File: config.mk
export PLATFORM = sky130hd
export DESIGN_NAME = ema_host
export DESIGN_NICKNAME = d
export VERILOG_FILES = /design/src/core/ema_pkg.sv /design/src/core/ema_host.sv
export VERILOG_INCLUDE_DIRS = /design/src /design/src/core
export SDC_FILE = /design/constraint.sdc
export NUM_CORES = 1
export LEC_CHECK = 0
export ABC_AREA = 1
export BUFFER_PORTS_ARGS = -buffer_cell sky130_fd_sc_hd__buf_4
export CORE_MARGIN = 1
export CORE_UTILIZATION = 45
export CTS_BUF_LIST = sky130_fd_sc_hd__clkbuf_16
export CTS_CLUSTER_DIAMETER = 150
export DETAILED_ROUTE_END_ITERATION = 6
export PLACE_DENSITY = 0.65
export SLEW_MARGIN = 15
export SYNTH_ARGS = -nofsm -noshare
export SYNTH_HDL_FRONTEND = slang
export SYNTH_SLANG_ARGS = --single-unit
File: constraint.sdc
create_clock -name pclk -period 1.6 [get_ports pclk]
set_input_delay 0.24 -clock pclk [delete_from_list [all_inputs] [get_ports pclk]]
set_output_delay 0.24 -clock pclk [all_outputs]
set_load 0.03 [all_outputs]
File: src/core/ema_cfg.svh
`ifndef EMA_CFG_SVH
`define EMA_CFG_SVH
// Summary of operation
// Before margining, clear error and warning registers via the clear bits of control.
// After a write, check ECC, access, interface, CRC and busy flags; retry if set. The host only sets suspect and does not retry.
// Action code 0001b reads EEPROM at a lowered threshold; host rereads and verifies.
// Action code 0010b reads at a raised threshold; host verifies data and ECC flags.
// Margining fails on any data mismatch or either ECC flag set.
// After a margin failure write and check once more; reject part if it persists. The host only sets fail and does not rewrite.
// Every extended location, EEPROM or shadow, is reachable as one word up to 32 bits.
// Host loads the 8-bit target into the extended read address register first.
// Writing 1 to the read trigger starts a read that fills both read-data registers.
// Host starts the read by writing 0x80 to the trigger's upper byte.
// Read completion shows in bit 0 of the lower byte; host polls it first.
// An EEPROM extended read completes within 2 microseconds.
// A shadow read completes one system clock after the trigger is synchronised.
// Host never reads the read-data registers while a read may be running.
// Read data changing during a serial read may raise an interface CRC error.
// Host fetches the 32-bit result in two packets, upper half before lower half.
// EEPROM words carry CRC in [31:26], zero in [25:24], data in [23:0].
// Shadow locations sit at the EEPROM location plus 0x40.
// Shadow accesses use the same registers, triggers and flags as EEPROM accesses.
// Frames pipeline: a new command goes out while the previous answer returns.
// Write trigger copies both write-data halves to the write address location.
// EEPROM write ends within 24 ms with write-done set; shadow write in one clock.
// A locked location ends the access, sets its done flag and the access warning.
// Read trigger sets read-in-progress, clears read-done, and always reads back 0.
// Read data hold until the next read completes; in-progress clears with done.

// ==========================================================
// Device register byte addresses
`define EMA_A_WR_ADR 7'h02
`define EMA_A_WR_HI 7'h04
`define EMA_A_WR_LO 7'h06
`define EMA_A_WR_CS 7'h08
`define EMA_A_RD_ADR 7'h0A
`define EMA_A_RD_CS 7'h0C
`define EMA_A_RD_HI 7'h0E
`define EMA_A_RD_LO 7'h10
`define EMA_A_CONTROL 7'h1E
`define EMA_A_ANGLE 7'h20
`define EMA_A_ERR 7'h24
`define EMA_A_WARN 7'h26

// ==========================================================
// Device field values and positions
`define EMA_TRIG_WORD 16'h8000
`define EMA_CLEAR_WORD 16'h0300
`define EMA_UNLOCK_CODE 8'hA5
`define EMA_DONE_BIT 0
`define EMA_SHADOW_OFS 8'h40
`define EMA_DATA_MSB 23
`define EMA_PAD_MSB 25
`define EMA_PAD_LSB 24
`define EMA_WARN_IFACE 11
`define EMA_WARN_CRC 10
`define EMA_WARN_XACC 7
`define EMA_WARN_ECC1 5
`define EMA_WARN_BUSY 2
`define EMA_ERR_ECC2 5

// ==========================================================
// Host register byte offsets and fields
`define EMA_R_CMD 8'h00
`define EMA_R_ADDR 8'h04
`define EMA_R_WDATA 8'h08
`define EMA_R_RDATA 8'h0C
`define EMA_R_STATUS 8'h10
`define EMA_R_FLAGS 8'h14
`define EMA_CMD_GO 31
`define EMA_CMD_SHADOW 8
`define EMA_CMD_OP_READ 3'h1
`define EMA_CMD_OP_WRITE 3'h2
`define EMA_CMD_OP_CLEAR 3'h3
`define EMA_CMD_OP_ACTION_CODE_FIELD 3'h4
`define EMA_ST_DONE 1

// ==========================================================
// Timing
`define EMA_CLK_NS 100
`define EMA_SCLK_HALF_NS 400
`define EMA_FRAME_HALVES 6'd47

`endif

File: src/core/ema_pkg.sv
package ema_pkg;

	typedef enum logic [1:0] {OP_READ, OP_WRITE, OP_CLEAR, OP_ACTION_CODE_FIELD} ema_op_type;

	typedef enum logic [3:0] {S_IDLE, S_CTRL, S_ADDR, S_WDH, S_WDL, S_TRIG, S_POLL,
		S_RDH, S_RDL, S_WARN, S_ERR, S_NOP, S_END} ema_seq_type;

	typedef struct packed {
		logic psel;
		logic penable;
		logic pwrite;
		logic [7:0] paddr;
		logic [31:0] pwdata;
	} ema_apb_req_type;

	typedef struct packed {
		logic [31:0] prdata;
		logic pready;
		logic pslverr;
	} ema_apb_rsp_type;

	typedef struct packed {
		logic sclk;
		logic cs_n;
		logic mosi;
	} ema_spi_type;

	typedef struct packed {
		ema_seq_type seq;
		ema_op_type op;
		logic [1:0] code;
		logic [7:0] ext_adr;
		logic [7:0] tgt;
		logic [31:0] wdata;
		logic [31:0] rdata;
		logic [15:0] warn;
		logic [15:0] err;
		logic done;
		logic fail;
		logic fmt_err;
		logic suspect;
		logic primed;
		logic [31:0] prd;
		logic fr_act;
		logic fr_gap;
		logic [5:0] half;
		logic [2:0] div;
		logic [23:0] tx;
		logic [23:0] rx;
		logic miso_m;
		logic miso_s;
		ema_spi_type spi;
	} ema_state_type;

endpackage

File: src/core/ema_host.sv
`timescale 1ns/1ps
`include "ema_cfg.svh"
module ema_host (
	input wire logic pclk,
	input wire logic presetn,
	input wire ema_pkg::ema_apb_req_type apb_req,
	output ema_pkg::ema_apb_rsp_type apb_rsp,
	output ema_pkg::ema_spi_type spi_out,
	input wire logic spi_miso
);
	import ema_pkg::*;

	// ==========================================================
	// Constants and helpers
	localparam int HALF_CYC = `EMA_SCLK_HALF_NS / `EMA_CLK_NS;
	localparam logic [2:0] HALF_LAST = 3'(HALF_CYC - 1);

	// Frame: write flag, 7-bit byte address, 16-bit data
	function automatic logic [23:0] frame_word(input logic wr, input logic [6:0] adr,
		input logic [15:0] dat);
		return {wr, adr, dat};
	endfunction

	function automatic logic [15:0] action_code_field_word(input logic [1:0] code);
		if (code == 2'b00) begin
			return 16'h0000;
		end
		return {2'b00, code, 4'h0, `EMA_UNLOCK_CODE};
	endfunction

	function automatic logic apb_mapped(input logic [7:0] adr);
		return adr == `EMA_R_CMD || adr == `EMA_R_ADDR || adr == `EMA_R_WDATA ||
			adr == `EMA_R_RDATA || adr == `EMA_R_STATUS || adr == `EMA_R_FLAGS;
	endfunction

	ema_state_type s_r;
	ema_state_type s_nxt;
	logic tick;
	logic fr_start;
	logic fr_end;
	logic rd;
	logic ecc;
	logic wr_acc;
	logic [15:0] resp;
	logic [6:0] cs_adr;
	logic [23:0] tx_word;
	logic [2:0] op_field;

	// ==========================================================
	// Next state
	always_comb begin
		s_nxt = s_r;
		fr_end = 1'b0;
		resp = s_r.rx[15:0];
		rd = s_r.op == OP_READ;
		cs_adr = rd ? `EMA_A_RD_CS : `EMA_A_WR_CS;
		tick = (s_r.fr_act || s_r.fr_gap) && s_r.div == HALF_LAST;
		ecc = s_r.warn[`EMA_WARN_ECC1] | s_r.err[`EMA_ERR_ECC2];
		wr_acc = apb_req.psel && apb_req.penable && apb_req.pwrite;
		op_field = apb_req.pwdata[2:0];

		// Miso crosses in from the pin
		s_nxt.miso_m = spi_miso;
		s_nxt.miso_s = s_r.miso_m;

		// Word for the frame of the current step
		unique case (s_r.seq)
			S_IDLE, S_END: begin
				tx_word = 24'h000000;
			end
			S_CTRL: begin
				if (s_r.op == OP_CLEAR) begin
					tx_word = frame_word(1'b1, `EMA_A_CONTROL, `EMA_CLEAR_WORD);
				end else begin
					tx_word = frame_word(1'b1, `EMA_A_CONTROL, action_code_field_word(s_r.code));
				end
			end
			S_ADDR: begin
				tx_word = frame_word(1'b1, rd ? `EMA_A_RD_ADR : `EMA_A_WR_ADR, {8'h00, s_r.tgt});
			end
			S_WDH: begin
				tx_word = frame_word(1'b1, `EMA_A_WR_HI, s_r.wdata[31:16]);
			end
			S_WDL: begin
				tx_word = frame_word(1'b1, `EMA_A_WR_LO, s_r.wdata[15:0]);
			end
			S_TRIG: begin
				tx_word = frame_word(1'b1, cs_adr, `EMA_TRIG_WORD);
			end
			S_POLL: begin
				tx_word = frame_word(1'b0, cs_adr, 16'h0000);
			end
			S_RDH: begin
				tx_word = frame_word(1'b0, `EMA_A_RD_HI, 16'h0000);
			end
			S_RDL: begin
				tx_word = frame_word(1'b0, `EMA_A_RD_LO, 16'h0000);
			end
			S_WARN: begin
				tx_word = frame_word(1'b0, `EMA_A_WARN, 16'h0000);
			end
			S_ERR: begin
				tx_word = frame_word(1'b0, `EMA_A_ERR, 16'h0000);
			end
			S_NOP: begin
				tx_word = frame_word(1'b0, `EMA_A_ANGLE, 16'h0000);
			end
		endcase
		fr_start = s_r.seq != S_IDLE && s_r.seq != S_END && !s_r.fr_act && !s_r.fr_gap;

		// Frame engine, clock idles low, data changes on the falling edge
		if (fr_start) begin
			s_nxt.fr_act = 1'b1;
			s_nxt.tx = tx_word;
			s_nxt.half = 6'd0;
			s_nxt.div = 3'h0;
			s_nxt.spi.cs_n = 1'b0;
			s_nxt.spi.mosi = tx_word[23];
		end else if (s_r.fr_act || s_r.fr_gap) begin
			s_nxt.div = tick ? 3'h0 : s_r.div + 3'h1;
			if (tick && s_r.fr_gap) begin
				s_nxt.fr_gap = 1'b0;
			end else if (tick) begin
				if (!s_r.half[0]) begin
					s_nxt.spi.sclk = 1'b1;
					s_nxt.rx = {s_r.rx[22:0], s_r.miso_s};
				end else begin
					s_nxt.spi.sclk = 1'b0;
					if (s_r.half == `EMA_FRAME_HALVES) begin
						s_nxt.fr_act = 1'b0;
						s_nxt.fr_gap = 1'b1;
						s_nxt.spi.cs_n = 1'b1;
						s_nxt.spi.mosi = 1'b0;
						fr_end = 1'b1;
					end else begin
						s_nxt.tx = {s_r.tx[22:0], 1'b0};
						s_nxt.spi.mosi = s_r.tx[22];
					end
				end
				s_nxt.half = s_r.half + 6'd1;
			end
		end

		// Each frame returns the answer to the one before it
		if (fr_end) begin
			unique case (s_r.seq)
				S_IDLE, S_END: begin
				end
				S_CTRL: begin
					s_nxt.seq = rd ? S_ADDR : S_END;
				end
				S_ADDR: begin
					s_nxt.seq = rd ? S_TRIG : S_WDH;
				end
				S_WDH: begin
					s_nxt.seq = S_WDL;
				end
				S_WDL: begin
					s_nxt.seq = S_TRIG;
				end
				S_TRIG: begin
					s_nxt.seq = S_POLL;
					s_nxt.primed = 1'b0;
				end
				S_POLL: begin
					// First answer belongs to the trigger frame; no timeout, device bounds it
					if (s_r.primed && resp[`EMA_DONE_BIT]) begin
						s_nxt.seq = rd ? S_RDH : S_WARN;
					end
					s_nxt.primed = 1'b1;
				end
				S_RDH: begin
					s_nxt.seq = S_RDL;
				end
				S_RDL: begin
					s_nxt.rdata[31:16] = resp;
					s_nxt.seq = S_WARN;
				end
				S_WARN: begin
					if (rd) begin
						s_nxt.rdata[15:0] = resp;
					end
					s_nxt.seq = S_ERR;
				end
				S_ERR: begin
					s_nxt.warn = resp;
					s_nxt.seq = S_NOP;
				end
				S_NOP: begin
					s_nxt.err = resp;
					s_nxt.seq = S_END;
				end
			endcase
		end

		// ==========================================================
		// Register bus
		s_nxt.prd = 32'h00000000;
		if (apb_req.psel && !apb_req.penable && !apb_req.pwrite) begin
			unique case (apb_req.paddr)
				`EMA_R_ADDR: s_nxt.prd = {24'h000000, s_r.ext_adr};
				`EMA_R_WDATA: s_nxt.prd = s_r.wdata;
				`EMA_R_RDATA: s_nxt.prd = s_r.rdata;
				`EMA_R_STATUS: s_nxt.prd = {27'h0000000, s_r.suspect, s_r.fmt_err, s_r.fail,
					s_r.done, s_r.seq != S_IDLE};
				`EMA_R_FLAGS: s_nxt.prd = {s_r.err, s_r.warn};
				default: s_nxt.prd = 32'h00000000;
			endcase
		end
		if (wr_acc) begin
			unique case (apb_req.paddr)
				`EMA_R_ADDR: s_nxt.ext_adr = apb_req.pwdata[7:0];
				`EMA_R_WDATA: s_nxt.wdata = apb_req.pwdata;
				`EMA_R_STATUS: begin
					if (apb_req.pwdata[`EMA_ST_DONE]) begin
						s_nxt.done = 1'b0;
					end
				end
				`EMA_R_CMD: begin
					// Commands while busy are dropped
					if (s_r.seq == S_IDLE && apb_req.pwdata[`EMA_CMD_GO] &&
						op_field >= `EMA_CMD_OP_READ && op_field <= `EMA_CMD_OP_ACTION_CODE_FIELD) begin
						s_nxt.op = ema_op_type'(2'(op_field - `EMA_CMD_OP_READ));
						s_nxt.code = apb_req.pwdata[5:4];
						s_nxt.tgt = apb_req.pwdata[`EMA_CMD_SHADOW] ?
							s_r.ext_adr + `EMA_SHADOW_OFS : s_r.ext_adr;
						s_nxt.done = 1'b0;
						s_nxt.fail = 1'b0;
						s_nxt.fmt_err = 1'b0;
						s_nxt.suspect = 1'b0;
						s_nxt.seq = (op_field == `EMA_CMD_OP_READ &&
							apb_req.pwdata[5:4] == 2'b00) ||
							op_field == `EMA_CMD_OP_WRITE ? S_ADDR : S_CTRL;
					end
				end
				default: begin
				end
			endcase
		end

		// ==========================================================
		// Verdicts; a finishing step wins over a done clear in the same cycle
		if (s_r.seq == S_END) begin
			s_nxt.done = 1'b1;
			s_nxt.fmt_err = rd && s_r.rdata[`EMA_PAD_MSB:`EMA_PAD_LSB] != 2'b00;
			s_nxt.suspect = s_r.op == OP_WRITE && (ecc || s_r.warn[`EMA_WARN_XACC] ||
				s_r.warn[`EMA_WARN_IFACE] || s_r.warn[`EMA_WARN_CRC] ||
				s_r.warn[`EMA_WARN_BUSY]);
			s_nxt.fail = rd && s_r.code != 2'b00 && (ecc ||
				s_r.rdata[`EMA_DATA_MSB:0] != s_r.wdata[`EMA_DATA_MSB:0]);
			s_nxt.seq = S_IDLE;
		end
	end

	always_ff @(posedge pclk or negedge presetn) begin
		if (!presetn) begin
			s_r <= '0;
			s_r.spi.cs_n <= 1'b1;
		end else begin
			s_r <= s_nxt;
		end
	end

	assign spi_out = s_r.spi;
	assign apb_rsp.prdata = s_r.prd;
	assign apb_rsp.pready = apb_req.psel && apb_req.penable;
	assign apb_rsp.pslverr = apb_req.psel && apb_req.penable && !apb_mapped(apb_req.paddr);

	// ==========================================================
	// Checks
	a_clear_word: assert property (@(posedge pclk) disable iff (!presetn)
		(s_r.seq == S_CTRL && s_r.op == OP_CLEAR && fr_start) |=>
		(s_r.tx[15:0] == `EMA_CLEAR_WORD && s_r.tx[22:16] == `EMA_A_CONTROL))
		else $error("clear word wrong");

	a_low_margin: assert property (@(posedge pclk) disable iff (!presetn)
		(s_r.seq == S_CTRL && s_r.op == OP_READ && s_r.code == 2'b01 && fr_start) |=>
		(s_r.tx[15:12] == 4'h1 && s_r.tx[7:0] == `EMA_UNLOCK_CODE))
		else $error("low margin code wrong");

	a_high_margin: assert property (@(posedge pclk) disable iff (!presetn)
		(s_r.seq == S_CTRL && s_r.op == OP_READ && s_r.code == 2'b10 && fr_start) |=>
		(s_r.tx[15:12] == 4'h2 && s_r.tx[23:16] == {1'b1, `EMA_A_CONTROL}))
		else $error("high margin code wrong");

	a_addr_load: assert property (@(posedge pclk) disable iff (!presetn)
		(s_r.seq == S_ADDR && rd && fr_start) |=>
		(s_r.tx[23:16] == {1'b1, `EMA_A_RD_ADR} && s_r.tx[15:0] == {8'h00, s_r.tgt}))
		else $error("read address load wrong");

	a_trig_byte: assert property (@(posedge pclk) disable iff (!presetn)
		(s_r.seq == S_TRIG && fr_start) |=> (s_r.tx[15:0] == `EMA_TRIG_WORD && s_r.fr_act))
		else $error("trigger word wrong");

	a_poll_hold: assert property (@(posedge pclk) disable iff (!presetn)
		(s_r.seq == S_POLL && fr_end && !(s_r.primed && resp[`EMA_DONE_BIT])) |=>
		(s_r.seq == S_POLL))
		else $error("data fetched before done");

	a_hi_then_lo: assert property (@(posedge pclk) disable iff (!presetn)
		(s_r.seq == S_RDH && fr_end) |=> (s_r.seq == S_RDL && !s_r.fr_act))
		else $error("halves out of order");

	a_pipe_resp: assert property (@(posedge pclk) disable iff (!presetn)
		(s_r.seq == S_RDL && fr_end) |=> (s_r.rdata[31:16] == $past(s_r.rx[15:0])))
		else $error("upper half not taken");

	a_margin_fail: assert property (@(posedge pclk) disable iff (!presetn)
		(s_r.seq == S_END && rd && s_r.code != 2'b00 && s_r.warn[`EMA_WARN_ECC1]) |=>
		(s_r.fail && s_r.done))
		else $error("margin failure missed");

	a_write_suspect: assert property (@(posedge pclk) disable iff (!presetn)
		(s_r.seq == S_END && s_r.op == OP_WRITE && s_r.warn[`EMA_WARN_BUSY]) |=>
		(s_r.suspect && s_r.seq == S_IDLE))
		else $error("suspect write missed");

	a_rdh_word: assert property (@(posedge pclk) disable iff (!presetn)
		(s_r.seq == S_RDH && fr_start) |=> (s_r.tx[23:16] == {1'b0, `EMA_A_RD_HI}))
		else $error("upper half read word wrong");

	a_rdl_word: assert property (@(posedge pclk) disable iff (!presetn)
		(s_r.seq == S_RDL && fr_start) |=> (s_r.tx[23:16] == {1'b0, `EMA_A_RD_LO}))
		else $error("lower half read word wrong");

	a_poll_word: assert property (@(posedge pclk) disable iff (!presetn)
		(s_r.seq == S_POLL && fr_start) |=> (s_r.tx[23:16] == {1'b0, cs_adr}))
		else $error("poll word wrong");

	a_done_exit: assert property (@(posedge pclk) disable iff (!presetn)
		(s_r.seq == S_POLL && fr_end && s_r.primed && resp[`EMA_DONE_BIT]) |=>
		(s_r.seq == (rd ? S_RDH : S_WARN)))
		else $error("poll did not end on done");

	a_low_data: assert property (@(posedge pclk) disable iff (!presetn)
		(s_r.seq == S_WARN && fr_end && rd) |=> (s_r.rdata[15:0] == $past(s_r.rx[15:0])))
		else $error("lower half not taken");

	a_clear_end: assert property (@(posedge pclk) disable iff (!presetn)
		(s_r.seq == S_CTRL && s_r.op == OP_CLEAR && fr_end) |=> (s_r.seq == S_END))
		else $error("clear did not finish");

	a_fail_data: assert property (@(posedge pclk) disable iff (!presetn)
		(s_r.seq == S_END && rd && s_r.code != 2'b00 &&
		s_r.rdata[`EMA_DATA_MSB:0] != s_r.wdata[`EMA_DATA_MSB:0]) |=> (s_r.fail))
		else $error("margin data mismatch missed");

	a_margin_first: assert property (@(posedge pclk) disable iff (!presetn)
		(wr_acc && apb_req.paddr == `EMA_R_CMD && s_r.seq == S_IDLE &&
		apb_req.pwdata[`EMA_CMD_GO] && op_field == `EMA_CMD_OP_READ &&
		apb_req.pwdata[5:4] != 2'b00) |=> (s_r.seq == S_CTRL))
		else $error("margin read skipped control");

endmodule // ema_host

==> summary.md, run 1 <==
TritonCTS built the clock tree. The number of global-route vias before repair was 8500. The worst path arrival time is 2.18 ns.

The remaining number of nets flagged by the antenna check after routing was 0. The synthesized area per cell was 8.14 um^2. The tools report the reported max-cap violation count as 0. The worst hold path belongs to the class in -> reg.

Entering global routing, the biggest net connects 59 pins. In the final layout, flip-flops and latches occupy 5310 um^2. Setup violations remaining at the end of the flow were counted as 123. The share of the cycle needed by the critical path after routing was 1.12. The initial DRC count came out at 813.

Summed over all cells, the static leakage comes to 6.49 nW. The synthesized design spends more area on one cell type than any other, namely sky130_fd_sc_hd__dfrtp_1. The total number of H-tree levels was 1; the final estimated routing congestion in global placement was 0.921.

The critical path is of the reg -> reg type. The tools report the HPWL reported at the end of detailed placement as 21.7 mm. The layout net count was 1481; the final hold violation count was 0. The first global-routing pass estimated 46.6 mm of wire. For this design, the sink count on the clock tree is 212. The layout has 1768 filler cells. The core region is 21800 um^2. The register clock-pin slew on the reported worst setup and hold paths was 0.06 ns. The final reports fail on setup timing. The leading cell type by number of instances after synthesis is sky130_fd_sc_hd__nand2_1. The proportion of layout cells with a drive suffix above 1 was 0.310. Setup repair after global routing could not meet its margin everywhere.

The die outline height is 151 um. For the max-slew violation count, the log shows 0. The post-synthesis async set-or-reset flop share is 1.00, and the synthesized net count is 1274. The routed wirelength normalized by instance count came out at 19.0 um.

The slew at the pin closest to its max-slew limit came out at 0.374 ns. In the routed design, unresolved DRC markers number 0. The tools report the sequential cell area fraction in the yosys report as 0.533.

The initial cell density of the core was 0.458. STA classifies the critical path endpoint as a flip-flop. After synthesis the netlist holds a flip-flop and latch count of 212.

Total detailed-routing wirelength: 32.8 mm. The flow ran to the end, but the final reports show violations. Across the routed clock network, the largest skew measured is 0.0162 ns. The max-slew headroom at the worst pin was 0.751; the total power per unit cell area was 790 nW/um^2. The number of I/O port buffers is 82, and the worst-path maximum fanout is 8.

For the worst setup path, the data required time is 1.99 ns. The logs give 13900 um^2 for the final non-filler cell area and 0.643 mV for the worst voltage drop across the vdd grid. The top cell type's share of synthesized area is 0.530. The number of vias per cell after detailed routing is 5.39, and the cell count after synthesis is 1223. The number of buffers created by CTS is 24.

The clock passes through at most 3 buffers. The synthesized netlist occupies a cell area of 9960 um^2. Counting instances in the post-synthesis netlist gives the leading cell types as sky130_fd_sc_hd__nand2_1 (322), sky130_fd_sc_hd__dfrtp_1 (211), sky130_fd_sc_hd__nor2_1 (130). Counting flops with a built-in enable in the synthesized netlist gives 0. Synthesis instantiated 34 different standard cells from the library.

For the overall die area, the log shows 22700 um^2. From synthesis to final layout, the design area changed by 40.0%. After synthesis, the cell types taking the most area are sky130_fd_sc_hd__dfrtp_1 (53%), sky130_fd_sc_hd__nand2_1 (12%), sky130_fd_sc_hd__nor2_1 (4.9%). The multi-input combinational cells in the finished layout cover a total of 4520 um^2. The run gives 0 as the Yosys warning count. Top flip-flop cell by instance count after synthesis: sky130_fd_sc_hd__dfrtp_1.

For the diode insertion count for antenna repair, the log shows 0. For this run, the detailed router's first-pass iteration total came to 5. The run gives 559 MHz as the upper clock frequency limit. The startpoint class of the critical path is a flip-flop. Timing analysis after detailed placement gives a worst setup slack of -0.197 ns. Worst-case setup margin in the final layout: -0.189 ns.

The total track usage came out at 0.269. The post-layout minimum cycle time is 1.79 ns, and the number of placed I/O pins is 83. The number of antenna violations at the first check in global routing is 0.

The total cell area at the placement stage is 11500 um^2. For the worst-skew pair, the clock arrives at the later sink with an insertion delay of 0.52 ns. After global routing the overflow that remains totals 0. The initialized floorplan defines 54 standard-cell rows.

The die boundary width is 151 um. The clock tree root driver cell is sky130_fd_sc_hd__clkbuf_16. The routed layout has 9307 vias.
==> kinds of logic (layout without fill, tap and decap cells) <==
group,Yosys count,count (layout),synth area share
AO/OA/AOI/OAI,256,256,0.138
XOR/XNOR,14,14,0.0123
adder cells (fa/ha/maj),5,5,0.00628
buffers and inverters,198,422,0.0906
flip-flops,212,212,0.533
AND/OR/NAND/NOR,538,538,0.220
==> critical path, cell delays in order (launching register included) <==
cell	delay (ns)
sky130_fd_sc_hd__dfrtp_1	0.35
sky130_fd_sc_hd__ha_2	0.17
sky130_fd_sc_hd__inv_2	0.04
sky130_fd_sc_hd__nor2_4	0.12
sky130_fd_sc_hd__nand3_2	0.10
sky130_fd_sc_hd__inv_2	0.08
sky130_fd_sc_hd__nand2_4	0.06
sky130_fd_sc_hd__nor2_8	0.20
sky130_fd_sc_hd__nand3_4	0.18
sky130_fd_sc_hd__buf_12	0.21
sky130_fd_sc_hd__nand2_2	0.07
sky130_fd_sc_hd__o21ai_2	0.05
==> worst paths after layout <==
| path | from | endpoint | cells after the start | slack, ns |
|---|---|---|---|---|
| setup / recovery | s_r[54] | s_r[114] | 11 | -0.19 |
| hold / removal | apb_req[31] | s_r[196] | 3 | 0.02 |
| setup reg to reg | s_r[54] | s_r[114] | 11 | -0.19 |
| hold reg to reg | s_nxt[3] | s_r[3] | 0 | 0.35 |
| max in group asynchronous | presetn | apb_rsp[16] | 3 | 0.75 |
| min in group asynchronous | presetn | s_r[61] | 2 | 0.18 |
==> per-layer routing <==
layer / up-vias / track usage / wire, um
met3: 70 / 0.0424 / 2140
met1: 4544 / 0.377 / 13900
met4: 0 / 0.0820 / 1100
met5: - / 0 / 0
met2: 334 / 0.428 / 15700
li1: 4359 / - / -
==> cell usage in the layout, fill, tap and decap left out, types with 40 or more instances in the layout <==
master	instances
sky130_fd_sc_hd__inv_1	106
sky130_fd_sc_hd__nand2_2	40
sky130_fd_sc_hd__a21oi_1	55
sky130_fd_sc_hd__dfrtp_1	208
sky130_fd_sc_hd__nand3_1	46
sky130_fd_sc_hd__buf_4	183
sky130_fd_sc_hd__o21ai_1	61
sky130_fd_sc_hd__nor2_1	92
sky130_fd_sc_hd__o21ai_0	57
sky130_fd_sc_hd__nand2_1	266
==> power by group <==
group	internal (W)	switching, W
registers	0.00539	0.0000244
logic	0.000188	0.000266
clock network	0.00296	0.00218
total	0.00854	0.00247
==> flip-flops by register name, summed over array words and instances, names as in the netlist <==
name     count
apb_rsp     32
resp        16
s_nxt        1
s_r        160
spi_out      3
==> timing repair <==
| item | 4_1_cts | 5_1_grt |
|---|---|---|
| hold buffers | 25 | 0 |
| cloned | 3 | 14 |
| endpoints found under the setup margin | 129 | 133 |
| hold endpoints to repair | 232 | 0 |
| resized for setup | 39 | 245 |
| buffers inserted | 12 | 15 |
| pin swaps | 12 | 36 |
==> metrics by stage <==
stage / total power, W / hold WS [ns] / std cells / util / TNS [ns]
after floorplan: 0.00559 / -0.0556 / 1223 / - / -3.11
after global placement: 0.00588 / 0.139 / 1616 / 0.530 / -9.69
after detailed placement: 0.00589 / 0.139 / 1616 / 0.530 / -15.32
after CTS: 0.0110 / 0.00576 / 1699 / 0.587 / -7.97
after global routing: 0.0113 / 0.0234 / 1727 / 0.641 / -23.90
final: 0.0110 / 0.0218 / 1727 / 0.641 / -12.73
==> final cells by class <==
class | count | area share
repair buffers | 263 | 0.186
well taps | 280 | 0.0251
clock buffers | 25 | 0.0449
multi-input cells | 813 | 0.324
inverters | 116 | 0.0316
flip-flops and latches | 212 | 0.381
clock inverters | 18 | 0.00745
(Power assumes the default switching activity.)
==> run 2: changes to the inputs <==
--- a/config.mk
+++ b/config.mk
@@ -13,7 +13,7 @@
 export CTS_BUF_LIST = sky130_fd_sc_hd__clkbuf_16
 export CTS_CLUSTER_DIAMETER = 150
 export DETAILED_ROUTE_END_ITERATION = 6
-export PLACE_DENSITY = 0.65
+export PLACE_DENSITY = 0.63
 export SLEW_MARGIN = 15
 export SYNTH_ARGS = -nofsm -noshare
 export SYNTH_HDL_FRONTEND = slang
==> constraint.sdc (replaced) <==
create_clock -name pclk -period 1.75 [get_ports pclk]
set_input_delay 0.2625 -clock pclk [delete_from_list [all_inputs] [get_ports pclk]]
set_output_delay 0.2625 -clock pclk [all_outputs]
set_load 0.03 [all_outputs]
==> summary.md, run 2 (same netlist as run 1, synthesis figures left out) <==
Share of the cycle needed by the critical path after routing: 1.06 (-0.0577). The overall die area was 22700 um^2 (unchanged); the diode insertion count for antenna repair was 0 (unchanged). The number of I/O port buffers is 82 (unchanged). The number of flip-flops in the largest register came out at 160 (unchanged). The startpoint class of the critical path is a flip-flop. Setup repair after global routing could not meet its margin everywhere. The reported max-cap violation count was 0 (unchanged); the max-slew headroom at the worst pin was 0.610 (-0.141).

The clock tree root driver cell is sky130_fd_sc_hd__clkbuf_16. The logs give 0 (unchanged) for the final hold violation count and 0.52 ns (about the same) for the clock latency on the worst-skew pair. The total via count in the routed design came out at 8874 (-4.7%). The static leakage was 5.86 nW (-9.7%); the routed wirelength normalized by instance count was 18.5 um (-2.3%).

The tools report the total detailed-routing wirelength as 30.5 mm (-7.0%). The final count of negative-setup-slack endpoints was 36 (-71%). The worst-path maximum fanout works out to 8 (unchanged).

The slew at the pin closest to its max-slew limit was 0.583 ns (+0.209 ns); the first-pass GRT wire length was 45.6 mm (-2.0%). Clock net sink count: 212 (unchanged). Row count: 54 (unchanged). The number of global-route vias before repair was 8318 (-2.1%); the proportion of layout cells with a drive suffix above 1 was 0.215 (-0.0949). The number of placed I/O pins was 83 (unchanged).

The length of the first detailed-routing pass in iterations was 6 (+1); the total power per unit cell area was 764 nW/um^2 (-3.2%). The flow ran to the end, but the final reports show violations. For the required time at the worst-slack endpoint, the log shows 2.15 ns (+0.16 ns). The classification of the worst setup path was reg -> reg. The tools report the upper clock frequency limit as 539 MHz (-3.6%).

The logs give 5310 um^2 (about the same) for the footprint of the flip-flops and latches and 0.874 (-5.1%) for the final estimated routing congestion in global placement. TritonCTS built the clock tree. Number of buffers created by CTS: 23 (-4.2%).

Total track usage: 0.266 (-0.00359). The remaining number of nets flagged by the antenna check after routing is 0 (unchanged). The peak per-stage delay on the critical path works out to 0.35 ns (about the same). The tools report the max-slew violation count as 0 (unchanged). Register clock-pin slew on the reported worst setup and hold paths: 0.06 ns (about the same). The layout net count came out at 1404 (-5.2%). The number of antenna violations at the first check in global routing came out at 0 (unchanged). The fill cell instance count of the final layout came out at 1963 (+11%). The logs give -0.106 ns (+0.0832 ns) for the worst-case setup margin in the final layout and 54 (-8.5%) for the largest net degree at the start of global routing. The number of vias per cell after detailed routing is 5.39 (+0.10%). The final setup TNS is -1.40 ns (+11.34 ns). Area occupied by multi-input gates: 4050 um^2 (-10%).

The critical path goes through ha_2, nand2_1, nor2_2, nand2_2, inv_2, nand2_4, nor2_8, nand4_4, clkbuf_16, nand2_1, o21ai_1. Register with the highest flop count: s_r. Post-layout minimum cycle time: 1.86 ns (+0.0668 ns). Worst path buffer plus inverter count: 2 (-1). The relative area change from synthesis to final layout was 26.0%; the total power was 0.00959 W (-13%). The largest individual stage delay along the critical path comes from the cell sky130_fd_sc_hd__dfrtp_1. The run gives 0 (unchanged) as the sum of overflow across all layers after global routing.

The die boundary width works out to 151 um (unchanged). DRC violations left: 0 (unchanged). The min-delay analysis places its worst path in the category in -> reg.

On the critical path the largest part of the delay comes from simple AND/OR/NAND/NOR gates. The logs give 747 (-8.1%) for the initial DRC count and 3 (unchanged) for the largest buffer count on any clock path. The die outline height was 151 um (unchanged). The logs give 21.2 mm (-2.3%) for the HPWL reported at the end of detailed placement and 1 (unchanged) for the total number of H-tree levels. In the layout the commonest cells are sky130_fd_sc_hd__nand2_1 (290), sky130_fd_sc_hd__dfrtp_1 (209), sky130_fd_sc_hd__buf_4 (142).

The checks that failed: setup timing. The worst setup timing slack at the placement stage came out at -0.0780 ns (+0.119 ns). The largest clock skew in the final design came out at 0.0180 ns (+0.00182 ns). The library cell used most frequently in the layout, excluding fill and tap cells, is sky130_fd_sc_hd__nand2_1. Worst path arrival time: 2.25 ns (+0.07 ns). The worst setup path is captured at a flip-flop. The worst voltage drop across the vdd grid came out at 0.607 mV (-5.7%). The most common cell type on the critical path was sky130_fd_sc_hd__nand2_1. The initial cell density of the core came out at 0.458 (unchanged).

The tools report the floorplan core area as 21800 um^2 (unchanged).
-- run 2: changes by cell type in the layout (fill, tap and decap cells not counted), sizes merged --
cell	before	now
buf	228	164
bufinv	1	0
clkbuf	35	29
clkinv	11	7
dlygate4sd3	25	17
inv	121	122
-- run 2: path summary, 6_finish.rpt --
kind                                 start          end  slack (ns)  depth (start not counted)
worst min register to register    s_nxt[3]       s_r[3]        0.36                          0
worst max register to register     s_r[57]     s_r[139]       -0.11                         11
max in group asynchronous          presetn  apb_rsp[33]        0.88                          3
worst min-delay path            apb_req[9]     s_r[174]        0.01                          3
worst max-delay path               s_r[57]     s_r[139]       -0.11                         11
min in group asynchronous          presetn      s_r[59]        0.28                          2
-- run 2: tightest hold or removal path, cell delays in order --
cell,delay (ns)
sky130_fd_sc_hd__buf_4,0.08
sky130_fd_sc_hd__nor2_1,0.05
sky130_fd_sc_hd__a21oi_1,0.11
-- run 2: cell type report --
type,count,share of cell area
clock buffer,23,0.0459
clock inverter,14,0.00459
inverter,116,0.0350
multi-input combinational,813,0.323
sequential,212,0.423
tap,280,0.0279
timing repair buffer,187,0.141
-- run 2: power breakdown --
group / leakage [nW] / internal [W] / total, W / switching [W]
Combinational: 2.76 / 0.000151 / 0.000380 / 0.000229
Sequential: 2.77 / 0.00493 / 0.00495 / 0.0000207
Clock: 0.335 / 0.00235 / 0.00426 / 0.00191
-- run 2: layer usage --
layer | track usage | routed length, um | vias up
met5 | 0 | 0 | -
met2 | 0.409 | 14000 | 322
met3 | 0.0406 | 2360 | 57
li1 | - | - | 4193
met1 | 0.379 | 13200 | 4302
met4 | 0.0950 | 1000 | 0
-- run 2: stage by stage --
stage               utilization  hold WS [ns]  area [um^2]  cells
finish                    0.577        0.0125        12500   1645
global route              0.577        0.0216        12500   1645
CTS                       0.552       0.00146        12000   1631
detailed placement        0.515         0.225        11200   1577
global placement          0.515         0.222        11200   1577
floorplan                     -       -0.0331         9960   1223
-- run 2: timing repair --
item / CTS / global route
endpoints found under the hold margin: 61 / 0
pin swaps: 1 / 19
cloned: 0 / 7
setup buffers: 0 / 7
hold buffers: 17 / 0
setup endpoints to repair: 62 / 112
gates resized for setup: 4 / 104
==> run 3: changes to the inputs <==
--- a/config.mk
+++ b/config.mk
@@ -14,6 +14,7 @@
 export CTS_CLUSTER_DIAMETER = 150
 export DETAILED_ROUTE_END_ITERATION = 6
 export PLACE_DENSITY = 0.63
+export SETUP_SLACK_MARGIN = 0.1
 export SLEW_MARGIN = 15
 export SYNTH_ARGS = -nofsm -noshare
 export SYNTH_HDL_FRONTEND = slang
==> summary.md, run 3 (same netlist as run 1, synthesis figures left out) <==
The DRC violations left was 0 (unchanged). The run gives 12600 um^2 (+0.44%) as the final non-filler cell area. For the floorplan core area, the log shows 21800 um^2 (unchanged). Final setup TNS: -0.0319 ns (+1.37 ns). The worst-case setup margin in the final layout was -0.0319 ns (+0.0742 ns).

Post-layout minimum cycle time: 1.78 ns (-0.0742 ns). The number of vias per cell after detailed routing was 5.34 (-0.95%); the worst-path maximum fanout was 8 (unchanged). The first-pass GRT wire length was 46.3 mm (+1.5%). The final reports fail on setup timing. The tools report the startpoint class of the critical path as a flip-flop. The total number of H-tree levels is 1 (unchanged), and the post-route non-filler standard cell count is 1652 (+0.43%). For the number of buffers created by CTS, the log shows 24 (+4.3%). The final count of negative-setup-slack endpoints is 1 (-97%). Worst setup timing slack at the placement stage: -0.0432 ns (+0.0348 ns).

In this design, the largest share of critical-path delay is due to simple AND/OR/NAND/NOR gates. The tools report the placed cell count as 1575 (-0.13%). The logs give 54 (unchanged) for the row count and 6 (unchanged) for the length of the first detailed-routing pass in iterations. Setup repair after global routing could not meet its margin everywhere. The area occupied by multi-input gates was 3990 um^2 (-1.5%); the upper clock frequency limit was 561 MHz (+4.2%). For the worst path arrival time, the log shows 2.17 ns (-0.08 ns). Traced cell by cell, the critical path runs through ha_2, inv_2, nor2_4, nand3_2, inv_2, nand2_4, nor2_8, nand2_4, clkbuf_16, nand2_2, o21ai_0. The number of I/O port buffers is 82 (unchanged). The worst voltage drop across the vdd grid is 0.512 mV (-16%).

Class of the most critical hold timing path: in -> reg. The slew at the pin closest to its max-slew limit was 0.521 ns (-0.0623 ns). For the clock net sink count, the log shows 212 (unchanged).

The total track usage is 0.270 (+0.00431), and the register clock-pin slew on the reported worst setup and hold paths is 0.06 ns (about the same). The proportion of layout cells with a drive suffix above 1 is 0.209 (-0.00620). The most frequent standard cell in the layout excluding fill and tap cells is sky130_fd_sc_hd__nand2_1.

The tools report the number of placed I/O pins as 83 (unchanged). The peak per-stage delay on the critical path was 0.36 ns (about the same). Clock latency on the worst-skew pair: 0.52 ns (about the same).

The largest net degree at the start of global routing was 50 (-7.4%); the fill cell instance count of the final layout was 1987 (+1.2%). For the HPWL reported at the end of detailed placement, the log shows 21.4 mm (+0.96%). The layout net count is 1406 (+0.14%), and the largest buffer count on any clock path is 3 (unchanged). The max-slew violation count came out at 0 (unchanged). The run gives 0.652 (+0.0421) as the max-slew headroom at the worst pin. The worst path buffer plus inverter count was 3 (+1); the total via count in the routed design was 8827 (-0.53%).

For the number of global-route vias before repair, the log shows 8369 (+0.61%). The run gives 5310 um^2 (unchanged) as the footprint of the flip-flops and latches. TritonCTS built the clock tree.

The number of antenna violations at the first check in global routing is 1 (+1), and the largest clock skew in the final design is 0.0123 ns (-0.00567 ns). The total power per unit cell area is 788 nW/um^2 (+3.1%). The logs give 5.90 nW (+0.68%) for the static leakage and 2.14 ns (about the same) for the required time at the worst-slack endpoint. The tools report the clock tree root driver cell as sky130_fd_sc_hd__clkbuf_16. For the initial cell density of the core, the log shows 0.458 (unchanged). The logs give 779 (+4.3%) for the initial DRC count and 0 (unchanged) for the diode insertion count for antenna repair.

The final hold violation count was 0 (unchanged). The reported max-cap violation count is 0 (unchanged), and the number of flip-flops in the largest register is 160 (unchanged). The total cell area at the placement stage came out at 11300 um^2 (+0.64%). The run finished, with violations left.

Cell with the largest stage delay on the worst path: sky130_fd_sc_hd__dfrtp_1. The top cell types in the final layout, fill and taps aside, are sky130_fd_sc_hd__nand2_1 (296), sky130_fd_sc_hd__dfrtp_1 (209), sky130_fd_sc_hd__buf_4 (143). Ranked by flip-flop count, first place goes to s_r.

The tools report the sum of overflow across all layers after global routing as 0 (unchanged). The worst setup path is captured at a flip-flop. The area growth from synthesis to layout is 26.5%.

The die boundary width is 151 um (unchanged). By startpoint and endpoint, the worst setup path is classified as reg -> reg. The total detailed-routing wirelength was 30.2 mm (-1.1%); the routed wirelength normalized by instance count was 18.3 um (-1.5%). The final estimated routing congestion in global placement is 0.955 (+9.3%), and the share of the cycle needed by the critical path after routing is 1.02 (-0.0424). The overall die area is 22700 um^2 (unchanged). The die outline height is 151 um (unchanged), and the remaining number of nets flagged by the antenna check after routing is 0 (unchanged).
run 3: worst reg2reg max path: cells and delay by family, from the launching register on:
family / cells / cell delay (ns)
adder cells (fa/ha/maj): 1 / 0.18
buffers and inverters: 3 / 0.35
flip-flops: 1 / 0.36
AO/OA/AOI/OAI: 1 / 0.09
AND/OR/NAND/NOR: 6 / 0.70
run 3: layout make-up:
| class | count | share of cell area |
|---|---|---|
| sequential | 212 | 0.421 |
| tap | 280 | 0.0278 |
| clock inverter | 19 | 0.00943 |
| inverter | 116 | 0.0347 |
| multi-input combinational | 813 | 0.317 |
| clock buffer | 24 | 0.0477 |
| timing repair buffer | 188 | 0.143 |
run 3: report_power, final:
part           total, W  switching [W]  internal, W
logic          0.000378       0.000228     0.000150
clock network   0.00460        0.00197      0.00263
registers       0.00495      0.0000195      0.00493
total           0.00993        0.00222      0.00771
run 3: routing by layer:
| metal | routed length, um | share of wire | track usage | vias to the layer above |
|---|---|---|---|---|
| met5 | 13 | 0.00043 | 0 | - |
| met4 | 670 | 0.022 | 0.0650 | 2 |
| met3 | 1960 | 0.065 | 0.0345 | 54 |
| met2 | 14300 | 0.48 | 0.439 | 330 |
| met1 | 13200 | 0.44 | 0.382 | 4241 |
| li1 | - | - | - | 4200 |
run 3: timing repair:
item | 4_1_cts | 5_1_grt
endpoints found under the hold margin | 226 | 0
buffers inserted | 6 | 8
hold buffers | 15 | 0
setup endpoints to repair | 114 | 132
resized for setup | 16 | 86
pin swaps | 2 | 7
cloned | 1 | 4
run 3: path summary, 6_finish.rpt:
| path | depth (start not counted) | endpoint | start | slack, ns |
|---|---|---|---|---|
| worst max-delay path | 11 | s_r[161] | s_r[53] | -0.03 |
| worst min-delay path | 3 | s_r[177] | apb_req[12] | 0.009 |
| worst max register to register | 11 | s_r[161] | s_r[53] | -0.03 |
| worst min register to register | 0 | s_r[3] | s_nxt[3] | 0.36 |
| max in group asynchronous | 3 | resp[9] | presetn | 0.96 |
| min in group asynchronous | 2 | s_r[59] | presetn | 0.23 |
run 3: per-stage QoR:
stage	util	hold slack (ns)	total power (W)
floorplan	-	-0.0331	0.00511
global placement	0.518	0.169	0.00538
detailed placement	0.518	0.166	0.00539
CTS	0.563	0.00190	0.0100
global route	0.579	0.0168	0.0102
finish	0.579	0.00860	0.00993
